$ cat config.mk
export PLATFORM = sky130hd
export DESIGN_NAME = encoder_turns_and_line_count_config
export DESIGN_NICKNAME = d
export VERILOG_FILES = /design/src/hdl/enc_cfg_pkg.sv /design/src/hdl/pow2_if.sv /design/src/hdl/encoder_turns_and_line_count_config.sv /design/src/hdl/pow2_round.sv
export VERILOG_INCLUDE_DIRS = /design/src /design/src/hdl
export SDC_FILE = /design/constraint.sdc
export NUM_CORES = 1
export LEC_CHECK = 0
export ABC_AREA = 1
export BUFFER_PORTS_ARGS = -buffer_cell sky130_fd_sc_hd__buf_2
export CAP_MARGIN = 20
export CORE_UTILIZATION = 35
export CTS_BUF_LIST = sky130_fd_sc_hd__clkbuf_8
export CTS_CLUSTER_DIAMETER = 40
export DETAILED_ROUTE_END_ITERATION = 16
export PLACE_DENSITY = 0.55
export SLEW_MARGIN = 20
export SYNTH_ARGS = -nofsm -noshare
export SYNTH_HDL_FRONTEND = slang
export SYNTH_HIERARCHICAL = 1
export SYNTH_SLANG_ARGS = --single-unit
$ cat constraint.sdc
create_clock -name sys_clk_i -period 5.9 [get_ports sys_clk_i]
set_input_delay 0.59 -clock sys_clk_i [delete_from_list [all_inputs] [get_ports sys_clk_i]]
set_output_delay 0.59 -clock sys_clk_i [all_outputs]
set_load 0.1 [all_outputs]
$ cat src/hdl/enc_cfg_map.svh
// Register offsets, field positions, reset values and limits of the encoder configuration block.
// Assumes inclusion by bare name from the top module.
`ifndef ENC_CFG_MAP_SVH
`define ENC_CFG_MAP_SVH

// ----------------------------------------------------------------
// Register offsets
// ----------------------------------------------------------------
`define REG_TURNS 4'h0
`define REG_LINES 4'h1
`define REG_CFG 4'h2
`define REG_POLES 4'h3
`define REG_STATUS 4'h4
`define REG_HIDDEN 4'h5
`define REG_EQUIV 4'h6
`define REG_REVS 4'h7
`define REG_PITCH 4'h8

// ----------------------------------------------------------------
// Configuration fields
// ----------------------------------------------------------------
`define CFG_TYPE_LSB 0
`define CFG_TYPE_MSB 3
`define CFG_SEL_LSB 4
`define CFG_SEL_MSB 5
`define CFG_AUTO_BIT 6
`define CFG_MODE_LSB 7
`define CFG_MODE_MSB 8
`define CFG_SWF_LSB 9
`define CFG_SWF_MSB 11
`define CFG_MAP_BIT 12

// ----------------------------------------------------------------
// Status fields
// ----------------------------------------------------------------
`define ST_TRIP_BIT 0
`define ST_HIDDEN_BIT 1
`define ST_HALL_BIT 2
`define ST_REDUCED_BIT 3
`define ST_RES_LSB 4
`define ST_RES_MSB 8

// ----------------------------------------------------------------
// Values and limits
// ----------------------------------------------------------------
`define TURNS_RESET 8'h10
`define TURNS_MAX_BITS 5'h10
`define TURNS_VISIBLE_MAX 8'hff
`define LINES_OPEN_DEFAULT 16'h0400
`define LINES_SERVO_DEFAULT 16'h1000
`define LINES_MAX 16'hc350
`define LINES_MIN 16'h0001
`define POW2_MIN 16'h0002
`define POW2_MAX 16'h8000
`define POLES_RESET 16'h0303
`define PITCH_RESET 16'h0000
`define INTERP_MAX 4'hb
`define INTERP_NOMINAL 4'ha
`define SEL_LINEAR 2'h0

`endif

$ cat src/hdl/enc_cfg_pkg.sv
// Types shared by the encoder configuration block.
// Assumes enc_cfg_map.svh is on the include path.
package enc_cfg_pkg;

  typedef enum logic [3:0] {
    quadrature_encoder = 4'h0,
    freq_dir_encoder = 4'h1,
    fwd_rev_encoder = 4'h2,
    quadrature_commutation_encoder = 4'h3,
    freq_dir_commutation_encoder = 4'h4,
    fwd_rev_commutation_encoder = 4'h5,
    sincos_encoder = 4'h6,
    sincos_async_comms_encoder = 4'h7,
    sincos_bidir_comms_encoder = 4'h8,
    sincos_synchronous_serial_encoder = 4'h9,
    bidir_comms_only_encoder = 4'ha,
    synchronous_serial_only_encoder = 4'hb
  } enc_type_t;

  typedef enum logic [1:0] {
    mode_open_loop = 2'h0,
    mode_closed_loop = 2'h1,
    mode_servo = 2'h2
  } drive_mode_t;

  typedef enum logic [2:0] {
    swf_3k = 3'h0,
    swf_4k5 = 3'h1,
    swf_6k = 3'h2,
    swf_8k = 3'h3,
    swf_12k = 3'h4,
    swf_16k = 3'h5
  } sw_freq_t;

endpackage : enc_cfg_pkg

$ cat src/hdl/pow2_if.sv
// Carrier between the top module and a power-of-two analyser instance.
// Assumes the analyser is purely combinational.
`timescale 1ns/1ps
interface pow2_if;
  logic [15:0] value;
  logic [15:0] nearest;
  logic [3:0] msb_pos;
  logic is_pow2;
  modport user (output value, input nearest, input msb_pos, input is_pow2);
  modport calc (input value, output nearest, output msb_pos, output is_pow2);
endinterface : pow2_if

$ cat src/hdl/encoder_turns_and_line_count_config.sv
// Encoder turns-bit, linear ratio and line-count configuration with derived feedback settings.
// Assumes registers reached over a plain strobe port on sys_clk_i; encoder-side inputs are
// produced by logic on the same clock.
`timescale 1ns/1ps
`include "enc_cfg_map.svh"

// Overview of operation
// - Linear comms encoder: revolution counter unmasked, full 16 bits, maximum 65535.
// - Linear comms: setting is sine period over position LSB, used at initialisation.
// - Auto-configured ratio above 255 kept internally; visible setting shows 255.
// - Hidden ratio above 255 blocks writes; cleared by power cycle or small-ratio autoconfig.
// - Enabled or saved autoconfig runs at power-up and every encoder initialisation.
// - Serial absolute: read that many turns bits, none at zero; same mask on counter.
// - Turns setting above 16 acts as 16 turns bits.
// - Line count range 0 to 50000; minimum 1 except servo commutation or comms-only.
// - Line count defaults 1024 open/closed-loop, 4096 in servo mode.
// - New line count applied only while the drive is disabled.
// - Equivalent lines: quadrature as is, freq/dir and fwd/rev halved, sincos periods.
// - Linear encoder revolution is pole pitch times configured poles.
// - Servo commutation type with zero lines uses commutation signals alone.
// - Line count or pole pairs change with commutation type re-initialises encoder.
// - Interpolation up to 11 bits, nominal 10; total resolution adds line bits.
// - Rotary sincos comms encoder forces line count to power of two 2..32768.
// - Any line count register write raises the encoder re-initialisation trip.
// - Non-power-of-two linear: 6kHz current sampling at 6 or 12kHz switching.
// - Comms-only feedback ignores line count; successful autoconfig sets it zero.
// - Rotary counter held at zero for zero turns, else wraps at 2^n-1.
module encoder_turns_and_line_count_config #(
  parameter int ADDR_W = 4,  // Register address width
  parameter int DATA_W = 16  // Register data width
) (
  input wire logic sys_clk_i,                    // System clock, 20 MHz
  input wire logic rst_n_i,                      // Synchronous reset, active low
  input wire logic [ADDR_W-1:0] reg_addr_i,      // Register address
  input wire logic [DATA_W-1:0] reg_wdata_i,     // Register write data
  input wire logic reg_wr_i,                     // Write strobe
  input wire logic reg_rd_i,                     // Read strobe
  output logic [DATA_W-1:0] reg_rdata_o,         // Read data, cycle after strobe
  input wire logic drive_enabled_i,              // Drive enabled level
  input wire logic auto_config_saved_i,          // Saved auto-configuration enable
  input wire logic encoder_init_req_i,           // Encoder initialisation pulse
  input wire logic autocfg_done_i,               // Auto-configuration finished pulse
  input wire logic autocfg_ok_i,                 // Auto-configuration succeeded
  input wire logic [15:0] autocfg_ratio_i,       // Read-back linear ratio
  input wire logic [7:0] autocfg_turns_i,        // Read-back turns bits
  input wire logic [15:0] autocfg_lines_i,       // Read-back sine periods
  input wire logic rev_inc_i,                    // Revolution up pulse
  input wire logic rev_dec_i,                    // Revolution down pulse
  input wire logic comms_turns_valid_i,          // Serial turns word valid
  input wire logic [15:0] comms_turns_i,         // Serial turns word
  input wire logic [3:0] interp_bits_i,          // Measured interpolation bits
  output logic autocfg_req_o,                    // Start auto-configuration pulse
  output logic encoder_reinit_o,                 // Re-initialise encoder pulse
  output logic encoder_reinit_trip_o,            // Re-initialisation trip level
  output logic [4:0] comms_turns_bits_o,         // Turns bits to read from message
  output logic [15:0] linear_ratio_o,            // Effective linear ratio
  output logic [15:0] line_count_applied_o,      // Line count in use
  output logic [15:0] equivalent_line_count_o,   // Equivalent line count
  output logic [15:0] revolution_counter_o,      // Displayed revolutions
  output logic hall_only_o,                      // Position from commutation signals only
  output logic reduced_sample_o,                 // Current loop at 6kHz
  output logic [4:0] total_res_bits_o,           // Resolution in bits per revolution
  output logic [24:0] linear_rev_length_o        // Linear revolution length
);

  generate
    if (ADDR_W != 4 || DATA_W != 16) begin : g_check
      $error("encoder config: ADDR_W must be 4 and DATA_W 16");
    end
  endgenerate

  // ----------------------------------------------------------------
  // State
  // ----------------------------------------------------------------
  logic [7:0] turns_reg, turns_next;
  logic [15:0] lines_reg, lines_next;
  logic [15:0] cfg_reg, cfg_next;
  logic [15:0] poles_reg, poles_next;
  logic [15:0] pitch_reg, pitch_next;
  logic [15:0] hidden_reg, hidden_next;
  logic hidden_on_reg, hidden_on_next;
  logic trip_reg, trip_next;
  logic first_reg;
  logic [15:0] applied_reg, applied_next;
  logic [7:0] prev_pp_reg;
  logic [15:0] prev_lines_reg;
  logic [15:0] rev_reg, rev_next;
  logic [15:0] rdata_reg, rdata_next;
  logic req_reg, reinit_reg;
  logic [15:0] equiv_reg;
  logic hall_reg, reduced_reg;
  logic [4:0] res_reg;
  logic [24:0] rev_len_reg;
  logic [4:0] bits_reg;
  logic [15:0] ratio_reg;

  pow2_if wr_p ();
  pow2_if eq_p ();
  pow2_if ap_p ();

  pow2_round u_wr_pow2 (.p(wr_p));
  pow2_round u_eq_pow2 (.p(eq_p));
  pow2_round u_ap_pow2 (.p(ap_p));

  // ----------------------------------------------------------------
  // Decoding
  // ----------------------------------------------------------------
  wire enc_cfg_pkg::enc_type_t enc_type = enc_cfg_pkg::enc_type_t'(cfg_reg[`CFG_TYPE_MSB:`CFG_TYPE_LSB]);
  wire enc_cfg_pkg::drive_mode_t mode = enc_cfg_pkg::drive_mode_t'(cfg_reg[`CFG_MODE_MSB:`CFG_MODE_LSB]);
  wire enc_cfg_pkg::sw_freq_t swf = enc_cfg_pkg::sw_freq_t'(cfg_reg[`CFG_SWF_MSB:`CFG_SWF_LSB]);
  wire [1:0] sel = cfg_reg[`CFG_SEL_MSB:`CFG_SEL_LSB];
  wire is_linear = (sel == `SEL_LINEAR);

  wire is_comm = (enc_type == enc_cfg_pkg::quadrature_commutation_encoder) ||
                 (enc_type == enc_cfg_pkg::freq_dir_commutation_encoder) ||
                 (enc_type == enc_cfg_pkg::fwd_rev_commutation_encoder);
  wire is_halved = (enc_type == enc_cfg_pkg::freq_dir_encoder) || (enc_type == enc_cfg_pkg::fwd_rev_encoder) ||
                   (enc_type == enc_cfg_pkg::freq_dir_commutation_encoder) ||
                   (enc_type == enc_cfg_pkg::fwd_rev_commutation_encoder);
  wire is_sc_comms = (enc_type == enc_cfg_pkg::sincos_async_comms_encoder) ||
                     (enc_type == enc_cfg_pkg::sincos_bidir_comms_encoder) ||
                     (enc_type == enc_cfg_pkg::sincos_synchronous_serial_encoder);
  wire is_comms_only = (enc_type == enc_cfg_pkg::bidir_comms_only_encoder) ||
                       (enc_type == enc_cfg_pkg::synchronous_serial_only_encoder);

  wire is_sincos = is_sc_comms || (enc_type == enc_cfg_pkg::sincos_encoder);
  wire is_serial = is_sc_comms || is_comms_only;
  wire linear_comms = is_serial && is_linear;

  wire wr_turns = reg_wr_i && (reg_addr_i == `REG_TURNS);
  wire wr_lines = reg_wr_i && (reg_addr_i == `REG_LINES);
  wire wr_cfg = reg_wr_i && (reg_addr_i == `REG_CFG);
  wire wr_poles = reg_wr_i && (reg_addr_i == `REG_POLES);
  wire wr_status = reg_wr_i && (reg_addr_i == `REG_STATUS);
  wire wr_pitch = reg_wr_i && (reg_addr_i == `REG_PITCH);

  wire auto_ok = autocfg_done_i && autocfg_ok_i;

  wire [4:0] turns_eff = (turns_reg > {3'h0, `TURNS_MAX_BITS}) ? `TURNS_MAX_BITS : turns_reg[4:0];
  wire [16:0] mask_wide = (17'h00001 << turns_eff) - 17'h00001;
  wire [15:0] rev_mask = linear_comms ? 16'hffff : mask_wide[15:0];

  // ----------------------------------------------------------------
  // Line count write path
  // ----------------------------------------------------------------
  // range and minimum
  wire min_exempt = (is_comm && (mode == enc_cfg_pkg::mode_servo)) || is_comms_only;
  wire [15:0] wr_hi = (reg_wdata_i > `LINES_MAX) ? `LINES_MAX : reg_wdata_i;
  wire [15:0] wr_lim = (!min_exempt && (wr_hi < `LINES_MIN)) ? `LINES_MIN : wr_hi;
  // Reply borrows the analyser
  assign wr_p.value = auto_ok ? autocfg_lines_i : wr_lim;
  // rotary sincos comms power of two
  wire force_pow2 = is_sc_comms && !is_linear;
  wire [15:0] wr_line_val = force_pow2 ? wr_p.nearest : wr_lim;

  wire [1:0] new_mode = reg_wdata_i[`CFG_MODE_MSB:`CFG_MODE_LSB];
  wire [15:0] mode_default = (new_mode == enc_cfg_pkg::mode_servo) ? `LINES_SERVO_DEFAULT : `LINES_OPEN_DEFAULT;
  wire mode_change = wr_cfg && (new_mode != cfg_reg[`CFG_MODE_MSB:`CFG_MODE_LSB]);

  // ----------------------------------------------------------------
  // Derived values
  // ----------------------------------------------------------------
  wire [7:0] pp_active = cfg_reg[`CFG_MAP_BIT] ? poles_reg[15:8] : poles_reg[7:0];
  wire [15:0] equiv_val = is_halved ? {1'b0, applied_reg[15:1]} : applied_reg;
  assign eq_p.value = equiv_reg;
  assign ap_p.value = applied_reg;

  wire [3:0] interp_cap = (interp_bits_i > `INTERP_MAX) ? `INTERP_MAX : interp_bits_i;
  wire [4:0] res_val = {1'b0, eq_p.msb_pos} + (is_sincos ? {1'b0, interp_cap} : 5'h00);

  wire reduced_val = !ap_p.is_pow2 && is_linear && ((swf == enc_cfg_pkg::swf_6k) || (swf == enc_cfg_pkg::swf_12k));
  wire hall_val = is_comm && (applied_reg == 16'h0000);

  wire [24:0] rev_len_val = 25'(pitch_reg * {pp_active, 1'b0});

  wire reinit_val = is_comm && ((applied_reg != prev_lines_reg) || (pp_active != prev_pp_reg));
  wire auto_en = cfg_reg[`CFG_AUTO_BIT] || auto_config_saved_i;
  wire req_val = auto_en && (first_reg || encoder_init_req_i);

  wire [4:0] bits_val = (turns_next > {3'h0, `TURNS_MAX_BITS}) ? `TURNS_MAX_BITS : turns_next[4:0];
  wire [15:0] ratio_val = hidden_on_next ? hidden_next : {8'h00, turns_next};

  // ----------------------------------------------------------------
  // Next-state
  // ----------------------------------------------------------------
  always_comb begin
    turns_next = turns_reg;
    hidden_next = hidden_reg;
    hidden_on_next = hidden_on_reg;
    lines_next = lines_reg;

    if (wr_turns && !hidden_on_reg) begin
      turns_next = reg_wdata_i[7:0];
    end
    if (mode_change) begin
      lines_next = mode_default;
    end
    if (wr_lines) begin
      lines_next = wr_line_val;
    end
    if (auto_ok) begin
      if (linear_comms) begin
        hidden_next = autocfg_ratio_i;
        hidden_on_next = (autocfg_ratio_i > {8'h00, `TURNS_VISIBLE_MAX});
        turns_next = hidden_on_next ? `TURNS_VISIBLE_MAX : autocfg_ratio_i[7:0];
      end else begin
        turns_next = autocfg_turns_i;
      end
      if (is_comms_only) begin
        lines_next = 16'h0000;
      end else if (is_sc_comms) begin
        lines_next = force_pow2 ? wr_p.nearest : autocfg_lines_i;
      end
    end
  end

  assign trip_next = wr_lines || (trip_reg && !(wr_status && reg_wdata_i[`ST_TRIP_BIT]));
  assign applied_next = drive_enabled_i ? applied_reg : lines_reg;
  assign cfg_next = wr_cfg ? reg_wdata_i : cfg_reg;
  assign poles_next = wr_poles ? reg_wdata_i : poles_reg;
  assign pitch_next = wr_pitch ? reg_wdata_i : pitch_reg;

  assign rev_next = (comms_turns_valid_i && is_serial) ? (comms_turns_i & rev_mask) :
                    rev_inc_i ? ((rev_reg + 16'h0001) & rev_mask) :
                    rev_dec_i ? ((rev_reg - 16'h0001) & rev_mask) : (rev_reg & rev_mask);

  wire [15:0] status_word = {7'h00, res_reg, reduced_reg, hall_reg, hidden_on_reg, trip_reg};

  assign rdata_next = !reg_rd_i ? 16'h0000 :
                      (reg_addr_i == `REG_TURNS) ? {8'h00, turns_reg} :
                      (reg_addr_i == `REG_LINES) ? lines_reg :
                      (reg_addr_i == `REG_CFG) ? cfg_reg :
                      (reg_addr_i == `REG_POLES) ? poles_reg :
                      (reg_addr_i == `REG_STATUS) ? status_word :
                      (reg_addr_i == `REG_HIDDEN) ? hidden_reg :
                      (reg_addr_i == `REG_EQUIV) ? equiv_reg :
                      (reg_addr_i == `REG_REVS) ? rev_reg :
                      (reg_addr_i == `REG_PITCH) ? pitch_reg : 16'h0000;

  // ----------------------------------------------------------------
  // Registers
  // ----------------------------------------------------------------
  always_ff @(posedge sys_clk_i) begin
    if (!rst_n_i) begin
      turns_reg <= `TURNS_RESET;
      lines_reg <= `LINES_OPEN_DEFAULT;
      cfg_reg <= 16'h0000;
      poles_reg <= `POLES_RESET;
      pitch_reg <= `PITCH_RESET;
      hidden_reg <= 16'h0000;
      hidden_on_reg <= 1'b0;
      trip_reg <= 1'b0;
      first_reg <= 1'b1;
      applied_reg <= `LINES_OPEN_DEFAULT;
      prev_lines_reg <= `LINES_OPEN_DEFAULT;
      prev_pp_reg <= 8'h03;
      rev_reg <= 16'h0000;
      rdata_reg <= 16'h0000;
    end else begin
      turns_reg <= turns_next;
      lines_reg <= lines_next;
      cfg_reg <= cfg_next;
      poles_reg <= poles_next;
      pitch_reg <= pitch_next;
      hidden_reg <= hidden_next;
      hidden_on_reg <= hidden_on_next;
      trip_reg <= trip_next;
      first_reg <= 1'b0;
      applied_reg <= applied_next;
      prev_lines_reg <= applied_reg;
      prev_pp_reg <= pp_active;
      rev_reg <= rev_next;
      rdata_reg <= rdata_next;
    end
  end

  always_ff @(posedge sys_clk_i) begin
    if (!rst_n_i) begin
      req_reg <= 1'b0;
      reinit_reg <= 1'b0;
      equiv_reg <= `LINES_OPEN_DEFAULT;
      hall_reg <= 1'b0;
      reduced_reg <= 1'b0;
      res_reg <= {1'b0, `INTERP_NOMINAL};
      rev_len_reg <= 25'h0000000;
      bits_reg <= `TURNS_MAX_BITS;
      ratio_reg <= {8'h00, `TURNS_RESET};
    end else begin
      req_reg <= req_val;
      reinit_reg <= reinit_val;
      equiv_reg <= equiv_val;
      hall_reg <= hall_val;
      reduced_reg <= reduced_val;
      res_reg <= res_val;
      rev_len_reg <= rev_len_val;
      bits_reg <= bits_val;
      ratio_reg <= ratio_val;
    end
  end

  // ----------------------------------------------------------------
  // Outputs
  // ----------------------------------------------------------------
  assign reg_rdata_o = rdata_reg;
  assign autocfg_req_o = req_reg;
  assign encoder_reinit_o = reinit_reg;
  assign encoder_reinit_trip_o = trip_reg;
  assign comms_turns_bits_o = bits_reg;
  assign linear_ratio_o = ratio_reg;
  assign line_count_applied_o = applied_reg;
  assign equivalent_line_count_o = equiv_reg;
  assign revolution_counter_o = rev_reg;
  assign hall_only_o = hall_reg;
  assign reduced_sample_o = reduced_reg;
  assign total_res_bits_o = res_reg;
  assign linear_rev_length_o = rev_len_reg;

endmodule : encoder_turns_and_line_count_config

$ cat src/hdl/pow2_round.sv
// Power-of-two analyser: highest set bit, exact test, nearest clamped power of two.
// Assumes a 16-bit value on the carrier; results settle in the same cycle.
`timescale 1ns/1ps
module pow2_round (
  pow2_if.calc p  // Value in, analysis out
);
  logic [15:0] onehot;
  logic [16:0] upper;
  logic [16:0] span_lo;
  logic [16:0] span_hi;
  logic [15:0] raw_near;
  logic [3:0] pos;

  // ----------------------------------------------------------------
  // Highest set bit as a one-hot word
  // ----------------------------------------------------------------
  genvar b;
  generate
    for (b = 0; b < 16; b++) begin : g_msb
      if (b == 15) begin : g_top
        assign onehot[b] = p.value[b];
      end else begin : g_low
        assign onehot[b] = p.value[b] & ~|p.value[15:b+1];
      end
    end
  endgenerate

  always_comb begin
    pos = 4'h0;
    for (int i = 0; i < 16; i++) begin
      if (onehot[i]) begin
        pos = i[3:0];
      end
    end
  end

  assign upper = {onehot, 1'b0};
  assign span_lo = {1'b0, p.value} - {1'b0, onehot};
  assign span_hi = upper - {1'b0, p.value};
  assign raw_near = (span_lo >= span_hi) ? upper[15:0] : onehot;
  assign p.nearest = (p.value <= `POW2_MIN) ? `POW2_MIN :
                     ((onehot[15] || upper[16]) ? `POW2_MAX : raw_near);
  assign p.msb_pos = pos;
  assign p.is_pow2 = (p.value == onehot) && (p.value != 16'h0000);
endmodule : pow2_round

; ---- Word-level counts from Yosys, hierarchy flattened
; Cells that the tools add are included.
[word_totals]
word_cells = 314
register_bits = 234
inputBits = 92
out_inout_bits = 120
[op_classes]
muxes = 57
add_sub_neg = 6
n_mul = 1
bitwise = 50
order_cmp = 8
eq_ne = 27
reduce_logical = 137
shift = 1
[ops]
columns = operator, n
row1 = 16-bit 2-to-1 mux, 27
row2 = 16-bit bitwise AND, 4
row3 = 4-bit 2-to-1 mux, 16
row4 = 8-bit 2-to-1 mux, 7
row5 = 1-bit logical NOT, 49
row6 = 1-bit bitwise AND, 44
row7 = 14-bit OR reduction, 3
row8 = 13-bit OR reduction, 3
row9 = 12-bit OR reduction, 3
row10 = 11-bit OR reduction, 3
row11 = "4-bit by 3-bit equality test with 1-bit output, second input constant", 8
row12 = "16-bit by 1-bit subtractor with 16-bit output, second input constant", 2
row13 = 10-bit OR reduction, 3
row14 = 15-bit OR reduction, 2
row15 = 9-bit OR reduction, 3
row16 = 16-bit by 8-bit multiplier with 24-bit output, 1
row17 = 8-bit OR reduction, 3
row18 = 1-bit logical AND, 22
row19 = 7-bit OR reduction, 3
row20 = "4-bit equality test, second input constant", 5
row21 = 6-bit OR reduction, 3
row22 = 17-bit greater-or-equal comparator, 1
row23 = 16-bit by 16-bit subtractor with 17-bit output, 1
row24 = 17-bit by 16-bit subtractor with 17-bit output, 1
row25 = 33 further kinds, 70

; ---- Depth between registers and ports, before layout
; Gate-level depths: netlist of the first run.
[depth]
ltp_word = 22
ltp_mapped = 41
depth_no_buf = 39

; ---- Hierarchy
; Netlist of the first run, hierarchy kept.
[by_module_without_submodules]
columns = mod, n_inst, cells_per_inst, area_per_inst_um2, seq_area_each_um2
row1 = encoder_turns_and_line_count_config, 1, 2114, 15140.8, 4664.5
row2 = pow2_round (u_ap_pow2 ...), 2, 387, 2060.7, 0.0
row3 = pow2_round (u_wr_pow2), 1, 398, 2119.5, 0.0

; ---- Worst setup path before layout of the first run
; Ideal clock, no wire load.
[synth_timing]
kind = register to register
startpoint = register cfg_reg[12]
endpoint = register rev_len_reg[22], in the netlist linear_rev_length_o[22]
stages_incl_launch_ff = 22
required_ns = 5.768
path_buffers = 3
arrival_time_ns = 4.869
setup_slack_ns = 0.899
cell_sequence = dfxtp_1 -> buf_2 -> buf_2 -> o21ai_1 -> clkbuf_1 -> nor2_1 -> fa_1 -> fa_1 -> fa_1 -> inv_1 -> fa_1 -> inv_1 -> ha_1 -> a21oi_1 -> a21boi_0 -> nand2_1 -> a21oi_1 -> o21ai_0 -> nand2_1 -> nand2_1 -> nand2_1 -> a21oi_1
[synth_between]
elab_chain_cells = 2
[synth_rtl]
columns = item, line_no
row1 = start: declaration, encoder_turns_and_line_count_config.sv:77  ; logic [15:0] cfg_reg, cfg_next;
row2 = start signal: assignment, encoder_turns_and_line_count_config.sv:262  ; cfg_reg <= cfg_next;
row3 = 8-bit 2-to-1 mux, encoder_turns_and_line_count_config.sv:163  ; wire [7:0] pp_active = cfg_reg[`CFG_MAP_BIT] ? poles_reg[15:8] : poles_reg[7:0];
row4 = 16-bit by 8-bit multiplier with 24-bit output, encoder_turns_and_line_count_config.sv:174  ; wire [24:0] rev_len_val = 25'(pitch_reg * {pp_active, 1'b0});
row5 = end signal: assignment, encoder_turns_and_line_count_config.sv:295  ; rev_len_reg <= rev_len_val;
row6 = end: declaration, encoder_turns_and_line_count_config.sv:93  ; logic [24:0] rev_len_reg;
; Every way passes these cells.
; A chain may end at the register's enable or synchronous reset.

; ---- Worst setup path in the final report of the first run
; Same ends and word-level chain as after synthesis.

==> results of run 1 <==
layout by cell type (no fill, tap or decap), types with 10 or more instances in the layout:
cell and n:
nand3_1 124, ha_1 82, clkbuf_8 58, o21ai_1 23, dfxtp_1 232, buf_4 88, o21ai_0 208, nor2_2 15
nor2_4 10, xnor2_1 21, nor2_1 374, fa_1 86, clkinv_2 10, or2_2 27, a21oi_1 201, buf_2 209
o211ai_1 33, nor3_1 23, nand2_2 21, o22ai_1 10, inv_1 409, nand2_1 483, nand4_1 36, xor2_1 25
final cells by class:
cell class                 count  area share [%]
tap                          672            3.98
sequential                   233            22.1
antenna                        3          0.0356
clock buffer                  58            3.78
inverter                     419            7.47
multi-input combinational   1904            53.1
clock inverter                33            1.46
timing repair buffer         297            8.08
final timing paths:
| kind | startpoint | end | slack, ps | depth (start not counted) |
|---|---|---|---|---|
| worst min register to register | pitch_reg[0]$_SDFFE_PN0P_ | linear_rev_length_o[1]$_SDFF_PN0_ | 480 | 2 |
| worst max register to register | cfg_reg[12]$_SDFFE_PN0P_ | linear_rev_length_o[22]$_SDFF_PN0_ | 410 | 20 |
| worst min-delay path | encoder_init_req_i | autocfg_req_o$_SDFF_PN0_ | 180 | 3 |
| worst max-delay path | cfg_reg[12]$_SDFFE_PN0P_ | linear_rev_length_o[22]$_SDFF_PN0_ | 410 | 20 |
power by group through the flow:
| stage | combinational [mW] | clock, mW | sequential [mW] |
|---|---|---|---|
| 6_report | 1.18 | 1.93 | 1.73 |
| 5_1_grt | 1.27 | 2.03 | 1.73 |
| 4_1_cts | 1.17 | 1.96 | 1.72 |
| 3_5_place_dp | 1.17 | 0 | 1.76 |
| 3_3_place_gp | 1.17 | 0 | 1.76 |
| 2_1_floorplan | 0.560 | 0 | 2.01 |
metrics by stage:
stage          std cells  hold WS (ps)  util (%)
6_report            3619           185      42.1
5_1_grt             3619           197      42.1
4_1_cts             3616           160      42.1
3_5_place_dp        3525           471      39.9
3_3_place_gp        3525           458      39.9
2_1_floorplan       2642           437         -
repair_timing:
item                       CTS  global route
hold buffers                 0             0
resized for setup            0             1
setup endpoints to repair    0             3
worst max-delay path: cells and delay by family (launching register included):
kind	cells	cell delay (ps)
compound gates	6	1690
fa+ha+maj	5	2260
buf+inv	4	400
flops	1	410
simple gates	5	560
layer usage:
layer | wire [um] | global-route usage (%) | up-vias
met4 | 2130 | 9.12 | 2
met5 | 13 | 0 | -
li1 | - | - | 8998
met2 | 31700 | 42.1 | 698
met1 | 30000 | 33.6 | 8802
met3 | 4430 | 3.64 | 132
==> results.sh, run 1 <==
export IMPL_status="completed"
export IMPL_p_seq_share_pct=35.7
export IMPL_die_area_um2=51900
export IMPL_combPwrFrac_pct=24.5
export IMPL_cts_tree="done"
export IMPL_layout_setup_ws_ps=409
export IMPL_crit_path_max_incr_delay_ps=610
export IMPL_largest_reg_flops=24
export IMPL_portBuffers=210
export IMPL_grt_overflow_total=0
export IMPL_hpwl_um=53900
export IMPL_routed_wl_um=68300
export IMPL_ant_nets=0
export IMPL_power_switching_mw=1.79
export IMPL_worst_path_max_fanout=18
export IMPL_die_h_um=228
export IMPL_cp_end_kind="flip-flop"
export IMPL_grt_pass1_vias=17700
export IMPL_final_nets=3164
export IMPL_fin_area_um2=21100
export IMPL_ioPinCount=212
export IMPL_grt_setup_unrepaired="false"
export IMPL_cts_num_sinks=233
export IMPL_tightest_slew_ps=1190
export IMPL_finalSetupTns_ps=0
export IMPL_finalPower_mw=4.84
export IMPL_place_congestion=0.938
export IMPL_num_rows=82
export IMPL_grtUsageTotal_pct=25.4
export IMPL_pre_cts_slack_ps=142
export IMPL_hold_viol=0
export IMPL_cts_buffers=49
export IMPL_grt_pass1_wl_um=103000
export IMPL_start_util_pct=35.6
export IMPL_seqCellArea_um2=4670
export IMPL_min_period_ps=5490
export IMPL_leakage_nw=10.5
export IMPL_p_clk_share_pct=39.8
export IMPL_area_growth_pct=18.4
export IMPL_fin_worst_skew_ps=55.2
export IMPL_cts_setup_buffers=0
export IMPL_synth_area_um2=17800
export IMPL_syn_instance_count=2640
export IMPL_finalMaxSlewViolations=0
export IMPL_p_int_mw=3.04
export IMPL_cts_buffer_depth=3
export IMPL_drive_gt1_share_pct=16.9
export IMPL_htree_num_levels=2
export IMPL_placed_cell_area_um2=20000
export IMPL_cts_root_buf="clkbuf_8"
export IMPL_fillers=5342
export IMPL_drt_iter0_drc=1687
export IMPL_critPathKind="flip-flop to flip-flop"
export IMPL_insertion_delay_ps=670
export IMPL_ir_drop_v=0.000124
export IMPL_vias_per_cell=5.15
export IMPL_crit_path_cell_trace="o21ai_1, inv_1, nand2_1, fa_1, fa_1, inv_1, fa_1, inv_1, fa_1, inv_1, ha_1, a21o_1, a21boi_0, nand2_1, a21oi_1, o21ai_0, nand2_1, nand2_1, nand2_1, a21oi_1"
export IMPL_setup_viol=0
export IMPL_p_sw_share_pct=37.1
export IMPL_multi_input_area_um2=11200
export IMPL_die_x_um=228
export IMPL_max_freq_mhz=182
export IMPL_grt_max_degree=77
export IMPL_avgSynthCellArea_um2=6.76
export IMPL_cp_data_required_time_ps=6360
export IMPL_drt_pass1_iter_count=5
export IMPL_power_density_nw_per_um2=229
export IMPL_routedWlPerCell_um=18.9
export IMPL_slowest_stage="o21ai_1"
export IMPL_core_area_um2=50200
export IMPL_num_vias=18600
export IMPL_relSlewSlack_pct=20.1
export IMPL_post_route_period_util_pct=93.1
export IMPL_start_kind="flip-flop"
export IMPL_clk_pin_slew_ps=60
export IMPL_cap_viol_max_count=0
export IMPL_arrival_ps=5960
export IMPL_antenna_found_initial=4
export IMPL_crit_top_cell="nand2_1"
export IMPL_yosys_warnings=6
export IMPL_post_route_drc_count=0
export IMPL_hold_path_class="primary input to flip-flop"
Note: power is estimated with default switching activity, not from simulation.
==> run 2: changes to the inputs <==
--- a/config.mk
+++ b/config.mk
@@ -10,7 +10,6 @@
 export BUFFER_PORTS_ARGS = -buffer_cell sky130_fd_sc_hd__buf_2
 export CAP_MARGIN = 20
 export CORE_UTILIZATION = 35
-export CTS_BUF_LIST = sky130_fd_sc_hd__clkbuf_8
 export CTS_CLUSTER_DIAMETER = 40
 export DETAILED_ROUTE_END_ITERATION = 16
 export PLACE_DENSITY = 0.55
==> run 2 against run 1 <==
Compared with the run above:
- design area grew 2.1%
- wire length is essentially flat
- largest cell class unchanged
- clock skew down 17 ps
==> results.sh, run 2 (synthesized netlist as in run 1, its figures left out) <==
export IMPL_die_h_um=228
export IMPL_grtUsageTotal_pct=25.5
export IMPL_hold_path_class="primary input to flip-flop"
export IMPL_grt_max_degree=77
export IMPL_ir_drop_v=0.000172
export IMPL_max_freq_mhz=181
export IMPL_hold_viol=0
export IMPL_critPathKind="flip-flop to flip-flop"
export IMPL_relSlewSlack_pct=20.3
export IMPL_multi_input_area_um2=11200
export IMPL_core_area_um2=50200
export IMPL_setup_viol=0
export IMPL_post_route_drc_count=0
export IMPL_final_cell_mix="nand2_1, inv_1, nor2_1"
export IMPL_arrival_ps=5930
export IMPL_power_density_nw_per_um2=257
export IMPL_drt_iter0_drc=1657
export IMPL_routed_wl_um=68300
export IMPL_final_nets=3159
export IMPL_htree_num_levels=2
export IMPL_hpwl_um=53900
export IMPL_die_x_um=228
export IMPL_largest_reg_flops=24
export IMPL_cts_root_buf="clkbuf_16"
export IMPL_cts_num_sinks=233
export IMPL_clk_pin_slew_ps=60
export IMPL_min_period_ps=5520
export IMPL_r2r_end="linear_rev_length_o[22]$_SDFF_PN0_"
export IMPL_r2r_cells=20
export IMPL_final_common_cell="nand2_1"
export IMPL_area_growth_pct=20.9
export IMPL_leakage_nw=10.6
export IMPL_finalSetupTns_ps=0
export IMPL_insertion_delay_ps=600
export IMPL_min_to="autocfg_req_o$_SDFF_PN0_"
export IMPL_cts_buffers=44
export IMPL_vias_per_cell=5.16
export IMPL_cp_data_required_time_ps=6310
export IMPL_routedWlPerCell_um=18.9
export IMPL_cp_startpoint="cfg_reg[12]$_SDFFE_PN0P_"
export IMPL_finalMaxSlewViolations=0
export IMPL_start_util_pct=35.6
export IMPL_seqCellArea_um2=4670
export IMPL_timing_rr_start="cfg_reg[12]$_SDFFE_PN0P_"
export IMPL_cts_tree="done"
export IMPL_r2r_slack_ps=380
export IMPL_drt_pass1_iter_count=8
export IMPL_fin_cells=3609
export IMPL_ioPinCount=212
export IMPL_hold_path_depth=3
export IMPL_grt_setup_unrepaired="false"
export IMPL_portBuffers=210
export IMPL_dpl_cell_count=3525
export IMPL_fin_area_um2=21600
export IMPL_fillers=5289
export IMPL_cp_end_kind="flip-flop"
export IMPL_grt_pass1_vias=17700
export IMPL_place_congestion=0.938
export IMPL_status="completed"
export IMPL_grt_overflow_total=0
export IMPL_cts_buffer_depth=3
export IMPL_worst_path_max_fanout=18
export IMPL_placed_cell_area_um2=20000
export IMPL_post_route_period_util_pct=93.5
export IMPL_drive_gt1_share_pct=16.9
export IMPL_num_vias=18600
export IMPL_num_rows=82
export IMPL_die_area_um2=51900
export IMPL_cap_viol_max_count=0
export IMPL_worstHoldStart="encoder_init_req_i"
export IMPL_utilization_pct=43.0
export IMPL_fin_worst_skew_ps=37.9
export IMPL_ant_nets=0
export IMPL_grt_pass1_wl_um=103000
export IMPL_tightest_slew_ps=1190
export IMPL_antenna_found_initial=3
export IMPL_start_kind="flip-flop"
==> run 2: layout make-up <==
class                   count  share of cell area (%)
diodes                      2                  0.0232
clock buffers              46                    5.19
clock inverters            36                    2.05
inverters                 419                    7.32
multi-input cells        1904                    52.0
flip-flops and latches    233                    21.6
well taps                 672                    3.90
repair buffers            297                    7.91
==> run 2: critical path: stages, from the launching register on <==
cell,delay [ps]
dfxtp_2,410
o21ai_1,630
inv_1,230
nand2_1,140
fa_1,450
fa_1,580
inv_1,60
fa_1,530
inv_1,50
fa_1,430
inv_1,70
ha_1,270
a21o_1,210
a21boi_0,340
nand2_1,170
a21oi_1,280
o21ai_0,190
nand2_1,110
nand2_1,60
nand2_1,70
a21oi_1,70
==> run 2: worst max-delay path by stage <==
stage / endpoint / cells after the start
final: linear_rev_length_o[22]$_SDFF_PN0_ / 20
after global routing: lines_reg[9]$_SDFF_PN0_ / 33
after CTS: linear_rev_length_o[22]$_SDFF_PN0_ / 21
after detailed placement: lines_reg[11]$_SDFF_PN0_ / 37
after global placement: lines_reg[11]$_SDFF_PN0_ / 35
after floorplan: linear_rev_length_o[22]$_SDFF_PN0_ / 21
==> run 2: timing repair <==
item	4_1_cts	5_1_grt
setup buffers	0	0
setup endpoints to repair	0	4
gates resized for setup	0	1
hold buffers	0	0
==> run 2: where the power goes <==
part / leakage [nW] / internal (mW) / switching (mW)
Sequential: 1.89 / 1.64 / 0.0905
Clock: 0.751 / 1.65 / 0.991
Combinational: 7.99 / 0.312 / 0.873
Total: 10.6 / 3.59 / 1.95
==> run 2: per-layer routing <==
| layer | wire, um | global-route usage, % |
|---|---|---|
| met5 | 13 | 0 |
| met4 | 2030 | 8.87 |
| met3 | 4340 | 3.86 |
| met2 | 32000 | 42.2 |
| met1 | 29900 | 33.6 |
==> run 2: metrics by stage <==
step | setup WS (ps) | hold slack, ps | power, mW
global placement | 205 | 458 | 2.93
floorplan | 899 | 437 | 2.57
global route | 59.0 | 271 | 5.76
CTS | 235 | 243 | 5.58
detailed placement | 142 | 471 | 2.93
finish | 384 | 255 | 5.55
==> run 3: changes to the inputs <==
==> constraint.sdc (replaced) <==
create_clock -name sys_clk_i -period 6.79 [get_ports sys_clk_i]
set_input_delay 0.679 -clock sys_clk_i [delete_from_list [all_inputs] [get_ports sys_clk_i]]
set_output_delay 0.679 -clock sys_clk_i [all_outputs]
set_load 0.1 [all_outputs]
==> run 3 against run 2 <==
Compared with the run above:
- global-route usage is 0.12 points lower
- final cell count shrank 2.2%
- sequential cell count is the same
- count of clock-buffer cells in the layout unchanged
- register-to-register slack gained 480 ps
- highest routed layer is now met4
==> results.sh, run 3 (synthesized netlist as in run 1, its figures left out) <==
export IMPL_cp_data_required_time_ps=7270
export IMPL_clk_pin_slew_ps=50
export IMPL_critPathKind="flip-flop to flip-flop"
export IMPL_grt_busiest_layer="met2"
export IMPL_use_met2_pct=41.3
export IMPL_cp_end_kind="flip-flop"
export IMPL_cts_tree="done"
export IMPL_hold_viol=0
export IMPL_grtUsageMet1_pct=33.8
export IMPL_grt_setup_unrepaired="false"
export IMPL_start_util_pct=35.6
export IMPL_power_density_nw_per_um2=221
export IMPL_leakage_nw=10.2
export IMPL_antenna_found_initial=0
export IMPL_cap_viol_max_count=0
export IMPL_routed_wl_um=66900
export IMPL_cts_resized=0
export IMPL_largest_reg_flops=24
export IMPL_drive_gt1_share_pct=14.6
export IMPL_area_growth_pct=17.1
export IMPL_fillers=5371
export IMPL_worst_path_max_fanout=18
export IMPL_num_antenna_cells=0
export IMPL_core_area_um2=50200
export IMPL_post_route_period_util_pct=87.3
export IMPL_finalMaxSlewViolations=0
export IMPL_use_met3_pct=3.70
export IMPL_cts_setup_buffers=0
export IMPL_max_freq_mhz=169
export IMPL_num_rows=82
export IMPL_place_congestion=0.939
export IMPL_die_area_um2=51900
export IMPL_tightest_slew_ps=1210
export IMPL_cts_buffers=41
export IMPL_die_h_um=228
export IMPL_routedWlPerCell_um=18.9
export IMPL_hpwl_um=53000
export IMPL_arrival_ps=6410
export IMPL_final_nets=3084
export IMPL_portBuffers=210
export IMPL_relSlewSlack_pct=18.6
export IMPL_drt_iter0_drc=1557
export IMPL_fin_worst_skew_ps=31.1
export IMPL_ir_drop_v=0.000146
export IMPL_drt_pass1_iter_count=5
export IMPL_start_kind="flip-flop"
export IMPL_min_period_ps=5920
export IMPL_die_x_um=228
export IMPL_cts_num_sinks=233
export IMPL_final_cell_mix="nand2_1, inv_1, nor2_1"
export IMPL_ant_nets=0
export IMPL_insertion_delay_ps=590
export IMPL_vias_per_cell=5.16
export IMPL_finalPower_mw=4.60
export IMPL_final_common_cell="nand2_1"
export IMPL_ioPinCount=212
export IMPL_setup_viol=0
export IMPL_grt_pass1_vias=17800
export IMPL_hold_path_class="primary input to flip-flop"
export IMPL_cts_buffer_depth=3
export IMPL_grt_pass1_wl_um=103000
export IMPL_cts_root_buf="clkbuf_16"
export IMPL_grt_max_degree=77
export IMPL_status="completed"
export IMPL_finalSetupTns_ps=0
export IMPL_htree_num_levels=2
export IMPL_grt_overflow_total=0
export IMPL_grtUsageTotal_pct=25.4
export IMPL_post_route_drc_count=0
export IMPL_num_vias=18200
export IMPL_postCtsHoldBufs=0
## run 3: cell types whose count changed in the layout (fill, tap and decap cells not counted), sizes merged
cell      change
buf          -72
clkinv        -4
bufinv        -2
diode         -2
inv           -2
clkinvlp      +1
## run 3: worst paths after layout
path	from	to	slack [ps]	depth (start not counted)
hold / removal	encoder_init_req_i	autocfg_req_o$_SDFF_PN0_	350	3
setup / recovery	cfg_reg[12]$_SDFFE_PN0P_	linear_rev_length_o[19]$_SDFF_PN0_	870	21
hold reg to reg	first_reg$_DFF_P_	autocfg_req_o$_SDFF_PN0_	470	2
setup reg to reg	cfg_reg[12]$_SDFFE_PN0P_	linear_rev_length_o[19]$_SDFF_PN0_	870	21
## run 3: final cells by class
class / count / area [um^2] / share of cell area [%]
clock buffer: 46 / 1080 / 5.20
clock inverter: 29 / 333 / 1.59
inverter: 419 / 1580 / 7.56
multi-input combinational: 1904 / 11200 / 53.7
sequential: 233 / 4660 / 22.3
tap: 672 / 841 / 4.03
timing repair buffer: 225 / 1170 / 5.58
## run 3: per-stage QoR
stage          utilization, %  cells  hold slack [ps]  setup slack, ps  instance area (um^2)
2_1_floorplan               -   2642              437             1720                 17800
3_3_place_gp             38.8   3453              460              523                 19500
3_5_place_dp             38.8   3453              462              407                 19500
4_1_cts                  41.6   3528              335              831                 20900
5_1_grt                  41.6   3528              382              237                 20900
6_report                 41.6   3528              354              865                 20900
## run 3: critical path, stage by stage, from the launching register on
cell	delay, ps
dfxtp_1	700
nand2_1	110
o21ai_1	500
buf_4	310
inv_1	100
nand2_1	90
fa_1	420
fa_1	550
inv_1	60
fa_1	540
inv_1	60
fa_1	530
inv_1	40
ha_1	390
nand2_1	90
nor3_1	360
a21oi_1	200
o21ai_0	320
nand3_1	110
nand2_1	100
o21ai_0	70
a21oi_1	170
## run 3: metal layers
metal,wire [um],vias up
met5,0,-
met4,2400,0
li1,-,8848
met2,30500,733
met1,29300,8513
met3,4700,126
## run 3: power by group
| group | total (mW) | switching (mW) | internal [mW] |
|---|---|---|---|
| Sequential | 1.50 | 0.0797 | 1.42 |
| Clock | 2.11 | 0.816 | 1.30 |
| Combinational | 0.990 | 0.748 | 0.241 |
